File: src/rtl/lif_pkg.sv
// Package of constants for the line interface mode and alarm control block
package lif_pkg;
	localparam int NCH = 4;
	localparam int AW = 8;
	localparam int DW = 32;

	// Register byte offsets
	localparam logic [7:0] OFF_CONFIG = 8'h00;
	localparam logic [7:0] OFF_STATUS = 8'h04;
	localparam logic [7:0] OFF_INT_STATUS = 8'h08;
	localparam logic [7:0] OFF_INT_CLEAR = 8'h0c;
	localparam logic [7:0] OFF_INT_ENABLE = 8'h10;

	// Field positions: four-bit groups with one bit per channel, and the single host mode bit
	localparam int CFG_E3_LSB = 0;
	localparam int CFG_STS1_LSB = 4;
	localparam int CFG_AOS_LSB = 8;
	localparam int ST_DMO_LSB = 0;
	localparam int ST_LOS_LSB = 4;
	localparam int ST_LOL_LSB = 8;
	localparam int ST_HOST_BIT = 12;
	localparam int EV_W = 12;

	// Values after reset
	localparam logic [11:0] CONFIG_RST = 12'h000;
	localparam logic [11:0] INT_EN_RST = 12'h000;
	localparam logic [11:0] INT_ST_RST = 12'h000;

	// Counts in transmit clock, recovered clock or reference clock periods
	localparam logic [7:0] DMO_PERIODS = 8'h80;
	localparam logic [7:0] LOS_ZEROS_E3 = 8'h20;
	localparam logic [7:0] LOS_ZEROS_DS3 = 8'haf;
	localparam int LOL_WINDOW_INT = 400;
	localparam int LOL_TOL_PER_MILLE = 5;
	localparam logic [9:0] LOL_WINDOW = 10'(LOL_WINDOW_INT);
	localparam logic [9:0] LOL_TOL = 10'(LOL_WINDOW_INT * LOL_TOL_PER_MILLE / 1000);
endpackage

File: src/rtl/lif_drive_mon.sv
// Drive monitor alarm and transmit line pattern for one channel
module lif_drive_mon (
	input wire logic i_clock,
	input wire logic i_rst_n,
	input wire logic i_tx_clock,
	input wire logic i_mon_tip,
	input wire logic i_mon_ring,
	input wire logic i_all_ones,
	input wire logic i_tx_pos,
	input wire logic i_tx_neg,
	output logic o_alarm,
	output logic o_line_tip,
	output logic o_line_ring
);
	logic tx_clk_d_ff;
	logic [7:0] idle_cnt_ff;
	logic alarm_ff;
	logic pol_ff;
	logic tip_ff;
	logic ring_ff;
	wire tx_edge = i_tx_clock & ~tx_clk_d_ff;
	// Monitor taps idle high; a mark pulls one of them low
	wire mon_pulse = ~(i_mon_tip & i_mon_ring);
	wire idle_full = (idle_cnt_ff == lif_pkg::DMO_PERIODS);
	wire [7:0] nxt_idle_cnt = mon_pulse ? 8'h00 :
		(tx_edge && !idle_full) ? idle_cnt_ff + 8'h01 : idle_cnt_ff;
	wire nxt_alarm = mon_pulse ? 1'b0 : (alarm_ff | idle_full);
	wire nxt_pol = (i_all_ones && tx_edge) ? ~pol_ff : pol_ff;
	wire nxt_tip = i_all_ones ? nxt_pol : i_tx_pos;
	wire nxt_ring = i_all_ones ? ~nxt_pol : i_tx_neg;

	always_ff @(posedge i_clock or negedge i_rst_n) begin
		if (!i_rst_n) begin
			tx_clk_d_ff <= 1'b0;
			idle_cnt_ff <= 8'h00;
			alarm_ff <= 1'b0;
			pol_ff <= 1'b0;
			tip_ff <= 1'b0;
			ring_ff <= 1'b0;
		end else begin
			tx_clk_d_ff <= i_tx_clock;
			idle_cnt_ff <= nxt_idle_cnt;
			alarm_ff <= nxt_alarm;
			pol_ff <= nxt_pol;
			tip_ff <= nxt_tip;
			ring_ff <= nxt_ring;
		end
	end

	assign o_alarm = alarm_ff;
	assign o_line_tip = tip_ff;
	assign o_line_ring = ring_ff;
endmodule

File: src/rtl/lif_lock_mon.sv
// Loss of lock detector comparing recovered and reference clock edge counts
module lif_lock_mon (
	input wire logic i_clock,
	input wire logic i_rst_n,
	input wire logic i_ref_edge,
	input wire logic i_rec_edge,
	output logic o_lock_loss
);
	logic [9:0] ref_cnt_ff;
	logic [9:0] rec_cnt_ff;
	logic lol_ff;
	wire rec_max = (rec_cnt_ff == 10'h3ff);
	wire [9:0] rec_sum = (i_rec_edge && !rec_max) ? rec_cnt_ff + 10'h001 : rec_cnt_ff;
	wire win_end = i_ref_edge && (ref_cnt_ff == lif_pkg::LOL_WINDOW - 10'h001);
	// Outside the window by more than the tolerance means the clocks deviate
	wire too_fast = rec_sum > (lif_pkg::LOL_WINDOW + lif_pkg::LOL_TOL);
	wire too_slow = rec_sum < (lif_pkg::LOL_WINDOW - lif_pkg::LOL_TOL);
	wire nxt_lol = win_end ? (too_fast | too_slow) : lol_ff;
	wire [9:0] nxt_ref_cnt = win_end ? 10'h000 :
		i_ref_edge ? ref_cnt_ff + 10'h001 : ref_cnt_ff;
	wire [9:0] nxt_rec_cnt = win_end ? 10'h000 : rec_sum;

	always_ff @(posedge i_clock or negedge i_rst_n) begin
		if (!i_rst_n) begin
			ref_cnt_ff <= 10'h000;
			rec_cnt_ff <= 10'h000;
			lol_ff <= 1'b0;
		end else begin
			ref_cnt_ff <= nxt_ref_cnt;
			rec_cnt_ff <= nxt_rec_cnt;
			lol_ff <= nxt_lol;
		end
	end

	assign o_lock_loss = lol_ff;
endmodule

File: src/rtl/lif_mode_alarm.sv
// Top of the four-channel mode selection and alarm block with APB registers
//
// Added by the designer: the placing of the registers and the APB interface to the registers.
module lif_mode_alarm (
	input wire logic i_clock,
	input wire logic i_rst_n,
	// Mode and per-channel configuration pins
	input wire logic i_config_source_select,
	input wire logic [3:0] i_e3_rate_select,
	input wire logic [3:0] i_sts1_vs_ds3_select,
	input wire logic [3:0] i_transmit_all_ones_select,
	// Transmit side
	input wire logic [3:0] i_transmit_clock_in,
	input wire logic [3:0] i_tx_pos,
	input wire logic [3:0] i_tx_neg,
	input wire logic [3:0] i_monitor_tip_input,
	input wire logic [3:0] i_monitor_ring_input,
	// Receive side
	input wire logic [3:0] i_lock_reference_clock,
	input wire logic [3:0] i_recovered_clock,
	input wire logic [3:0] i_rx_pos,
	input wire logic [3:0] i_rx_neg,
	// APB slave
	input wire logic i_psel,
	input wire logic i_penable,
	input wire logic i_pwrite,
	input wire logic [7:0] i_paddr,
	input wire logic [31:0] i_pwdata,
	output logic [31:0] o_prdata,
	output logic o_pready,
	output logic o_pslverr,
	// Line and alarm outputs
	output logic [3:0] o_line_out_tip,
	output logic [3:0] o_line_out_ring,
	output logic [3:0] o_drive_monitor_alarm,
	output logic [3:0] o_receive_signal_loss_flag,
	output logic [3:0] o_receive_lock_loss_flag,
	output logic o_irq
);
	// Register state
	logic [11:0] config_ff;
	logic [11:0] int_status_ff;
	logic [11:0] int_enable_ff;
	logic [31:0] prdata_ff;
	logic pready_ff;
	logic pslverr_ff;
	logic irq_ff;

	// Alarm history for event detection
	logic [11:0] alarm_d_ff;

	// Edge detection of sampled clocks
	logic [3:0] rec_clk_d_ff;
	logic [3:0] ref_clk_d_ff;

	// Signal loss flags, one flop per channel
	wire [3:0] los_flag;

	// Per-channel effective configuration and alarms
	wire host_mode = i_config_source_select;
	wire [3:0] eff_e3;
	wire [3:0] eff_sts1;
	wire [3:0] eff_all_ones;
	wire [3:0] dmo;
	wire [3:0] lock_loss_condition;
	wire [3:0] rec_edge;
	wire [3:0] ref_edge;
	wire [11:0] alarm_now;
	wire [11:0] events;

	// Host register fields
	wire [3:0] reg_e3 = config_ff[lif_pkg::CFG_E3_LSB +: 4];
	wire [3:0] reg_sts1 = config_ff[lif_pkg::CFG_STS1_LSB +: 4];
	wire [3:0] reg_all_ones = config_ff[lif_pkg::CFG_AOS_LSB +: 4];

	// Host mode takes the register fields, hardware mode the pins
	assign eff_e3 = host_mode ? reg_e3 : i_e3_rate_select;
	assign eff_sts1 = host_mode ? reg_sts1 : i_sts1_vs_ds3_select;
	assign eff_all_ones = host_mode ? reg_all_ones : i_transmit_all_ones_select;

	assign rec_edge = i_recovered_clock & ~rec_clk_d_ff;
	assign ref_edge = i_lock_reference_clock & ~ref_clk_d_ff;

	genvar ch;
	generate
		for (ch = 0; ch < lif_pkg::NCH; ch = ch + 1) begin : g_ch
			logic [7:0] zero_cnt_ff;
			logic los_bit_ff;
			wire rx_mark = i_rx_pos[ch] | i_rx_neg[ch];
			// E3 uses the short zero run; DS3 and STS-1 share the long one
			wire [7:0] los_limit = eff_e3[ch] ? lif_pkg::LOS_ZEROS_E3 :
				lif_pkg::LOS_ZEROS_DS3;
			wire zero_full = (zero_cnt_ff >= los_limit);
			wire count_zero = rec_edge[ch] && !rx_mark && !zero_full;
			wire [7:0] nxt_zero_cnt = (rec_edge[ch] && rx_mark) ? 8'h00 :
				count_zero ? zero_cnt_ff + 8'h01 : zero_cnt_ff;
			// Declared while the zero run reaches the limit, cleared by a mark
			wire nxt_los = (rec_edge[ch] && rx_mark) ? 1'b0 :
				(los_bit_ff | zero_full);

			always_ff @(posedge i_clock or negedge i_rst_n) begin
				if (!i_rst_n) begin
					zero_cnt_ff <= 8'h00;
					los_bit_ff <= 1'b0;
				end else begin
					zero_cnt_ff <= nxt_zero_cnt;
					los_bit_ff <= nxt_los;
				end
			end
			assign los_flag[ch] = los_bit_ff;

			lif_drive_mon u_drive_mon (
				.i_clock(i_clock),
				.i_rst_n(i_rst_n),
				.i_tx_clock(i_transmit_clock_in[ch]),
				.i_mon_tip(i_monitor_tip_input[ch]),
				.i_mon_ring(i_monitor_ring_input[ch]),
				.i_all_ones(eff_all_ones[ch]),
				.i_tx_pos(i_tx_pos[ch]),
				.i_tx_neg(i_tx_neg[ch]),
				.o_alarm(dmo[ch]),
				.o_line_tip(o_line_out_tip[ch]),
				.o_line_ring(o_line_out_ring[ch])
			);

			lif_lock_mon u_lock_mon (
				.i_clock(i_clock),
				.i_rst_n(i_rst_n),
				.i_ref_edge(ref_edge[ch]),
				.i_rec_edge(rec_edge[ch]),
				.o_lock_loss(lock_loss_condition[ch])
			);
		end
	endgenerate

	// Alarm levels and their rising edges as interrupt events
	assign alarm_now = {lock_loss_condition, los_flag, dmo};
	assign events = alarm_now & ~alarm_d_ff;

	// APB decode: answer in the first cycle of the access phase
	wire setup = i_psel & ~i_penable;
	wire access_done = i_psel & i_penable & pready_ff;
	wire wr_done = access_done & i_pwrite;
	wire hit_config = (i_paddr == lif_pkg::OFF_CONFIG);
	wire hit_status = (i_paddr == lif_pkg::OFF_STATUS);
	wire hit_int_status = (i_paddr == lif_pkg::OFF_INT_STATUS);
	wire hit_int_clear = (i_paddr == lif_pkg::OFF_INT_CLEAR);
	wire hit_int_enable = (i_paddr == lif_pkg::OFF_INT_ENABLE);
	wire hit_any = hit_config | hit_status | hit_int_status | hit_int_clear | hit_int_enable;
	// Read-only and write-only registers refuse the other direction
	wire bad_dir = (i_pwrite && (hit_status || hit_int_status)) ||
		(!i_pwrite && hit_int_clear);
	// Configuration register refuses writes in hardware mode; reads still answer
	wire cfg_locked = i_pwrite && hit_config && !host_mode;
	wire nxt_pslverr = setup ? (!hit_any || bad_dir || cfg_locked) : 1'b0;
	wire wr_ok = wr_done && !pslverr_ff;

	// Live effective rate selects sit above the mode bit
	wire [31:0] status_word = {11'h000, eff_sts1, eff_e3, host_mode, lock_loss_condition, los_flag, dmo};
	wire [31:0] rd_mux = hit_config ? {20'h00000, config_ff} :
		hit_status ? status_word :
		hit_int_status ? {20'h00000, int_status_ff} :
		hit_int_enable ? {20'h00000, int_enable_ff} : 32'h00000000;
	wire [31:0] nxt_prdata = (setup && !i_pwrite) ? rd_mux : prdata_ff;

	wire [11:0] nxt_config = (wr_ok && hit_config) ? i_pwdata[11:0] : config_ff;
	wire [11:0] nxt_int_enable = (wr_ok && hit_int_enable) ? i_pwdata[11:0] :
		int_enable_ff;
	wire [11:0] clr_mask = (wr_ok && hit_int_clear) ? i_pwdata[11:0] : 12'h000;
	// A new event wins over a clear in the same cycle
	wire [11:0] nxt_int_status = (int_status_ff & ~clr_mask) | events;
	wire nxt_irq = |(nxt_int_status & int_enable_ff);

	always_ff @(posedge i_clock or negedge i_rst_n) begin
		if (!i_rst_n) begin
			config_ff <= lif_pkg::CONFIG_RST;
			int_enable_ff <= lif_pkg::INT_EN_RST;
			int_status_ff <= lif_pkg::INT_ST_RST;
			irq_ff <= 1'b0;
		end else begin
			config_ff <= nxt_config;
			int_enable_ff <= nxt_int_enable;
			int_status_ff <= nxt_int_status;
			irq_ff <= nxt_irq;
		end
	end

	always_ff @(posedge i_clock or negedge i_rst_n) begin
		if (!i_rst_n) begin
			prdata_ff <= 32'h00000000;
			pready_ff <= 1'b0;
			pslverr_ff <= 1'b0;
		end else begin
			prdata_ff <= nxt_prdata;
			pready_ff <= setup;
			pslverr_ff <= nxt_pslverr;
		end
	end

	always_ff @(posedge i_clock or negedge i_rst_n) begin
		if (!i_rst_n) begin
			alarm_d_ff <= 12'h000;
			rec_clk_d_ff <= 4'h0;
			ref_clk_d_ff <= 4'h0;
		end else begin
			alarm_d_ff <= alarm_now;
			rec_clk_d_ff <= i_recovered_clock;
			ref_clk_d_ff <= i_lock_reference_clock;
		end
	end

	assign o_prdata = prdata_ff;
	assign o_pready = pready_ff;
	assign o_pslverr = pslverr_ff;
	assign o_drive_monitor_alarm = dmo;
	assign o_receive_signal_loss_flag = los_flag;
	assign o_receive_lock_loss_flag = lock_loss_condition;
	assign o_irq = irq_ff;
endmodule

File: config.mk
export PLATFORM = sky130hd
export DESIGN_NAME = lif_mode_alarm
export DESIGN_NICKNAME = d
export VERILOG_FILES = /design/src/rtl/lif_pkg.sv /design/src/rtl/lif_drive_mon.sv /design/src/rtl/lif_lock_mon.sv /design/src/rtl/lif_mode_alarm.sv
export SDC_FILE = /design/constraint.sdc
export NUM_CORES = 1
export LEC_CHECK = 0
export BUFFER_PORTS_ARGS = -buffer_cell sky130_fd_sc_hd__buf_2
export CAP_MARGIN = 30
export CORE_ASPECT_RATIO = 1.75
export CORE_UTILIZATION = 53
export CTS_CLUSTER_DIAMETER = 30
export CTS_CLUSTER_SIZE = 40
export DETAILED_ROUTE_END_ITERATION = 12
export GPL_ROUTABILITY_DRIVEN = 0
export PLACE_DENSITY = 0.73
export SETUP_SLACK_MARGIN = 0.2
export SYNTH_ARGS = -nofsm -noshare
export SYNTH_HDL_FRONTEND = slang
export SYNTH_SLANG_ARGS = --single-unit
File: constraint.sdc
create_clock -name i_clock -period 2.5 [get_ports i_clock]
set_input_delay 0.5 -clock i_clock [delete_from_list [all_inputs] [get_ports i_clock]]
set_output_delay 0.5 -clock i_clock [all_outputs]
set_load 0.05 [all_outputs]
==> results of run 1 <==
-- cells by family (layout without fill, tap and decap cells) --
logic type / count (synthesis) / count (layout)
compound gates: 214 / 214
buf+inv: 100 / 284
mux: 71 / 71
fa+ha+maj: 40 / 40
flops: 252 / 252
simple gates: 542 / 542
other cells: 1 / 17
xor+xnor: 85 / 85
-- critical path: stages (launching register included) --
cell and delay, ns:
dfrtp_1 0.42, mux2i_2 0.21, buf_4 0.17, ha_4 0.19
nand2b_4 0.13, a21o_1 0.16, a21o_4 0.25, a2111oi_4 0.36
xnor2_1 0.15, nor2_1 0.06
-- what timing repair did --
action	in CTS	in global routing
pin swaps	0	7
resized for setup	1	23
hold buffers	1	0
hold endpoints to repair	44	0
setup buffers	0	5
setup endpoints to repair	1	27
-- metrics by stage --
step	setup WS, ns	TNS, ns	hold WS (ns)
6_report	0.283	0	0.0969
3_3_place_gp	-0.257	-9.36	0.422
5_1_grt	0.198	0	0.0827
3_5_place_dp	-0.280	-11.61	0.434
2_1_floorplan	0.0122	0	0.204
4_1_cts	0.237	0	0.0760
-- registers in the layout, indices dropped and copies added (netlist names), 12 cells and up --
register                      cells
alarm_d_ff                       12
config_ff                        12
g_ch.u_drive_mon.idle_cnt_ff     32
g_ch.u_lock_mon.rec_cnt_ff       40
g_ch.u_lock_mon.ref_cnt_ff       40
g_ch.zero_cnt_ff                 32
int_enable_ff                    12
int_status_ff                    12
o_prdata                         21
-- cells in the final DEF, fill, tap and decap left out, types with 7 or more instances in the layout --
master / synthesis / routed
o21ai_0: 44 / 41
buf_4: 33 / 54
nor2_1: 161 / 161
a222oi_1: 12 / 12
mux2i_1: 37 / 33
nor4_1: 10 / 9
nor2b_1: 38 / 38
buf_2: 3 / 115
o31ai_1: 9 / 9
a21o_1: 39 / 37
a211oi_1: 19 / 15
nand2_1: 119 / 119
and4_1: 7 / 7
ha_1: 40 / 34
and2_1: 7 / 7
and3_1: 32 / 31
a21oi_1: 42 / 36
nand2b_1: 31 / 30
conb_1: 1 / 11
mux2_2: 32 / 32
nand4_1: 30 / 30
or3_1: 12 / 10
inv_1: 38 / 35
o211ai_1: 7 / 7
xor2_1: 37 / 37
clkbuf_16: 0 / 39
dfrtp_1: 252 / 249
nand3_1: 51 / 50
xnor2_1: 48 / 48
nor3_1: 15 / 15
-- cell type report --
type | instances | area [um2]
tap | 308 | 385
clock inverter | 21 | 282
timing repair buffer | 180 | 1160
clock buffer | 45 | 1050
inverter | 38 | 143
antenna | 6 | 15.0
sequential | 252 | 6310
multi-input combinational | 963 | 6510
fill | 1949 | 8170
-- layer usage --
layer  vias up  global-route usage, %  routed length, um
met2       234                   45.4              16300
met4         2                   10.7               1070
met5         -                      0                 11
met3        72                   4.09               1290
met1      5018                   25.6              11000
li1       4905                      -                  -
-- power by group through the flow --
stage | combinational, mW | clock [mW] | sequential (mW)
2_1_floorplan | 1.69 | 0 | 5.15
4_1_cts | 2.24 | 5.60 | 5.24
3_3_place_gp | 2.13 | 0 | 5.28
6_report | 2.27 | 5.50 | 5.26
3_5_place_dp | 2.21 | 0 | 5.30
5_1_grt | 2.55 | 5.77 | 5.35
-- worst min-delay path by stage --
stage,depth (start not counted),endpoint,slack (ns)
after global placement,0,alarm_d_ff[5]$_DFF_PN0_,0.42
after CTS,1,ref_clk_d_ff[2]$_DFF_PN0_,0.08
final,1,ref_clk_d_ff[2]$_DFF_PN0_,0.1
after floorplan,0,alarm_d_ff[0]$_DFF_PN0_,0.20
after detailed placement,0,alarm_d_ff[5]$_DFF_PN0_,0.43
after global routing,1,ref_clk_d_ff[2]$_DFF_PN0_,0.08
==> results.tsv, run 1 <==
metric	value	unit
min_path_type	input port to register	
worst_r2r_endpoint	g_ch[1].zero_cnt_ff[7]$_DFFE_PN0P_	
port_buffers	117	
std_cell_rows	75	
crit_required	2.89	ns
p_seq_share	40.4	%
vias	10200	
report.final.setup_viol	0	
fin_area	0.0159	mm2
die_height	209	um
h-tree-depth	2	
ir_drop	0.000700	V
clkPwrFrac	42.2	%
remaining_drc_errors	0	
ys.flop_type	dfrtp_1	
clk_latency	0.53	ns
rsz0062_at_grt	yes	
syn_area	0.0130	mm2
p_total	13.0	mW
min_from	i_lock_reference_clock[2]	
r2r_start	config_ff[1]$_DFFE_PN0P_	
ios	149	
drt_wl_total	29.8	mm
worst_slew_pin_slew	0.753	ns
cts_sinks	252	
yosysWarnings	0	
postSynth.asyncResetShare	100	%
drt_first_pass_iters	7	
place_area	0.0143	mm2
ff2ff_path_depth	9	
syn_inst	1305	
crit_end	g_ch[1].zero_cnt_ff[7]$_DFFE_PN0P_	
clkTransAtPathRegs	0.06	ns
clk_path_buf_depth	3	
p_leak	7.73	nW
synth_compound_area_share	11.2	%
overflow	0	
synth-xor-area-share	5.73	%
ant_nets	0	
cp_max_fo	6	
first_iter_violations	574	
synth_top_family_by_area	simple AND/OR/NAND/NOR gates	
syn-mean-instance-area	9.95	um2
finClkSkew	0.0151	ns
cp-end-kind	register	
synth.area.top_cells	dfrtp_1 (49%), nor2_1 (4.7%), ha_1 (3.9%), nand2_1 (3.4%), xnor2_1 (3.2%)	
core	0.0240	mm2
critPathLaunch	config_ff[1]$_DFFE_PN0P_	
antenna_found_initial	7	
regToRegSetupSlack	0.28	ns
cts_root_buf	clkbuf_16	
layout.cells.non_filler	1813	
track_usage	24.0	%
yosysTopAreaCell	dfrtp_1	
criticalPathCategory	register to register	
synth-simple-area-share	20.9	%
synth_most_common_cell	dfrtp_1	
cts_buffers	37	
fin_crit	2.22	ns
synth_top_area_share	48.6	%
synth_mux_area_share	5.80	%
place_inst	1735	
cellPowerDensity	822	mW/mm2
clock.fmax	451	MHz
maxCapViolations	0	
hpwlAfterDp	21.5	mm
start_util	54.0	%
cellInternalPower	9.19	mW
final_nets	1606	
synth_cell_type_count	67	
die-area	0.0251	mm2
synth-edff-count	0	
outcome	complete, no violations	
period_share	88.7	%
cts_tree	built	
switchingPower	3.84	mW
combPwrFrac	17.4	%
wl_per_cell	16.4	um
synthAdderAreaFrac	3.86	%
grt_pass1_vias	10200	
ys_seq_area_share	48.6	%
finalMaxSlewViolations	0	
hold_viol_final	0	
max-slew-margin-rel	49.3	%
final_core_util	66.0	%
startpoint_type	register	
via_per_inst	5.64	
die_w	120	um
grt_pass1_wl	48.7	mm
drive_above_1_share	22.1	%
yosys_register_bits	252	
synthTopCellsByCount	dfrtp_1 (252), nor2_1 (161), nand2_1 (119)	
cp.arrival	2.60	ns
netSwitchingFraction	29.4	%
grt_max_degree	60	
syn2layout_area_growth	22.1	%
(Power assumes the default switching activity.)
==> inputs of run 2 (changes only) <==
--- a/config.mk
+++ b/config.mk
@@ -13,7 +13,7 @@
 export CTS_CLUSTER_SIZE = 40
 export DETAILED_ROUTE_END_ITERATION = 12
 export GPL_ROUTABILITY_DRIVEN = 0
-export PLACE_DENSITY = 0.73
+export PLACE_DENSITY = 0.76
 export SETUP_SLACK_MARGIN = 0.2
 export SYNTH_ARGS = -nofsm -noshare
 export SYNTH_HDL_FRONTEND = slang
==> constraint.sdc (replaced) <==
create_clock -name i_clock -period 1.82 [get_ports i_clock]
set_input_delay 0.364 -clock i_clock [delete_from_list [all_inputs] [get_ports i_clock]]
set_output_delay 0.364 -clock i_clock [all_outputs]
set_load 0.05 [all_outputs]
==> run 2 against run 1 <==
  * Count of clock-buffer cells in the layout is 1 higher
  * Flip-flop and latch count unchanged
  * Critical path type unchanged
  * Highest routed layer is now met4
  * Sequential share of layout area fell by 5.9 points
  * Global-route usage is 3.8 points higher
  * Clock skew rose by 0.00058 ns
  * The flow now finishes with violations (negative setup slack)
  * Total power grew 52%
  * Setup slack got worse by 0.80 ns
  * Non-clock buffer count up 173
  * Fmax shrank 5.3%
==> results.tsv, run 2 (synthesis results as in run 1) <==
metric	value	unit	change
die-area	0.0251	mm2	unchanged
finalMaxSlewViolations	0		unchanged
final_core_util	77.5	%	+12 points
netSwitchingFraction	31.8	%	+2.4 points
clock.fmax	427	MHz	-5.3%
core	0.0240	mm2	unchanged
slowest_stage	dfrtp_1		
crit_end	g_ch[2].zero_cnt_ff[7]$_DFFE_PN0P_		
r2r_start	config_ff[2]$_DFFE_PN0P_		
maxCapViolations	0		unchanged
std_cell_rows	75		unchanged
via_per_inst	5.98		+6.0%
cp_num_cells	9		unchanged
path_cells	mux2i_4 > inv_2 > ha_4 > o21ai_4 > a21boi_4 > or3_4 > a21oi_4 > nand4_1 > mux2i_1		
cellPowerDensity	1060	mW/mm2	+29%
p_leak	8.81	nW	+14%
cts_root_buf	clkbuf_16		
rsz0062_at_grt	yes		
hold_viol_final	0		unchanged
cp.arrival	2.77	ns	+0.17 ns
switchingPower	6.29	mW	+64%
ios	149		unchanged
crit_required	2.25	ns	-0.64 ns
reg_top3	g_ch.u_lock_mon.rec_cnt_ff: 40 flops, g_ch.u_lock_mon.ref_cnt_ff: 40 flops		
port_buffers	117		unchanged
die_height	209	um	unchanged
report.final.setup_viol	95		+95
track_usage	27.9	%	+3.8 points
regToRegSetupSlack	-0.52	ns	-0.80 ns
place_inst	1825		+5.2%
antenna_found_initial	3		-4
top_layer	met4		
timing.final.ws_setup	-0.522	ns	-0.805 ns
grt_pass1_wl	56.1	mm	+15%
remaining_drc_errors	0		unchanged
ir_drop	0.000807	V	+15%
clk_path_buf_depth	3		unchanged
wl_per_cell	20.5	um	+25%
critPathLaunch	config_ff[2]$_DFFE_PN0P_		
crit_buf_inv	1		unchanged
worst_r2r_endpoint	g_ch[2].zero_cnt_ff[7]$_DFFE_PN0P_		
cp-end-kind	register		
cts_tree	built		
fin_crit	2.34	ns	+0.125 ns
combPwrFrac	25.8	%	+8.4 points
drt_first_pass_iters	7		unchanged
clk_latency	0.54	ns	about the same
criticalPathCategory	register to register		
hpwlAfterDp	22.6	mm	+5.2%
cp_max_fo	5		-1
grt_pass1_vias	11800		+16%
min_path_type	input port to register		
cts_sinks	252		unchanged
finClkSkew	0.0156	ns	+0.000578 ns
dr_wl_met2	21.6	mm	+32%
post-place-ws	-0.825	ns	-0.545 ns
startpoint_type	register		
final_nets	1781		+11%
final_cell_mix	dfrtp_1 (241), buf_4 (170), nor2_1 (133)		
period_share	129	%	+40 points
grt_max_degree	54		-10%
ant_nets	0		unchanged
layout.cells.non_filler	1989		+9.7%
cts_buffers	39		+5.4%
ff2ff_path_depth	9		unchanged
slowest_delay	0.41	ns	about the same
clkPwrFrac	38.3	%	-3.9 points
h-tree-depth	2		unchanged
cellInternalPower	13.5	mW	+47%
drt_wl_total	40.8	mm	+37%
failed_checks	negative setup slack		
start_util	54.0	%	unchanged
wl_met3	2.35	mm	+82%
wl_met1	13.9	mm	+25%
layout_commonest_cell	dfrtp_1		
outcome	finished with violations		
syn2layout_area_growth	43.4	%	
clkTransAtPathRegs	0.06	ns	about the same
crit_family	simple AND/OR/NAND/NOR gates		
die_w	120	um	unchanged
drive_above_1_share	39.1	%	+17 points
first_iter_violations	827		+44%
vias	11900		+16%
worst_slew_pin_slew	0.686	ns	-0.0674 ns
p_total	19.8	mW	+52%
p_seq_share	35.9	%	-4.5 points
max-slew-margin-rel	53.0	%	+3.7 points
overflow	0		unchanged
[run 2: area by class of cell]
type	count	area (um2)
multi-input combinational	963	7570
clock inverter	26	277
timing repair buffer	353	2870
antenna	3	7.51
clock buffer	46	1040
tap	308	385
inverter	38	143
sequential	252	6320
fill	1335	5410
[run 2: worst min path at each step]
stage / from / to / slack, ns / cells after the start
final: i_tx_neg[0] / g_ch[0].u_drive_mon.o_line_ring$_DFF_PN0_ / 0.04 / 3
after global routing: i_tx_neg[0] / g_ch[0].u_drive_mon.o_line_ring$_DFF_PN0_ / 0.07 / 3
after CTS: i_tx_neg[0] / g_ch[0].u_drive_mon.o_line_ring$_DFF_PN0_ / 0.02 / 3
after detailed placement: i_rst_n / g_ch[1].u_drive_mon.idle_cnt_ff[5]$_DFFE_PN0P_ / 0.30 / 1
after global placement: i_rst_n / g_ch[1].u_drive_mon.idle_cnt_ff[3]$_DFFE_PN0P_ / 0.30 / 1
after floorplan: i_rst_n / alarm_d_ff[0]$_DFF_PN0_ / 0.07 / 0
[run 2: what timing repair did]
| action | 4_1_cts | 5_1_grt |
|---|---|---|
| hold endpoints to repair | 52 | 0 |
| setup buffers | 30 | 40 |
| hold buffers | 13 | 0 |
| pin swaps | 57 | 75 |
| gates cloned | 2 | 4 |
| gates resized for setup | 157 | 144 |
| endpoints found under the setup margin | 141 | 155 |
[run 2: worst register-to-register path: stages (launching register included)]
cell and delay, ns:
dfrtp_1 0.41, mux2i_4 0.21, inv_2 0.13, ha_4 0.19
o21ai_4 0.16, a21boi_4 0.08, or3_4 0.37, a21oi_4 0.23
nand4_1 0.19, mux2i_1 0.27
[run 2: routing by layer]
metal  global-route usage, %  vias to the layer above
li1                        -                     5268
met4                    17.6                        0
met1                    29.2                     5874
met2                    50.8                      546
met5                       0                        -
met3                    4.67                      214
[run 2: stage by stage]
step	hold WS, ns	instance area, um2	TNS (ns)
6_report	0.0398	18600	-22.36
2_1_floorplan	0.0684	13500	-31.27
3_5_place_dp	0.300	15200	-55.88
4_1_cts	0.0240	17600	-12.64
5_1_grt	0.0655	18600	-27.82
3_3_place_gp	0.298	15200	-51.53
[run 2: power by group through the flow]
stage	Clock [mW]	Combinational (mW)	Sequential, mW
after detailed placement	0	3.98	7.03
final	7.56	5.10	7.10
after global routing	7.85	5.53	7.20
after floorplan	0	2.40	7.09
after global placement	0	3.82	7.01
after CTS	7.60	4.49	7.00
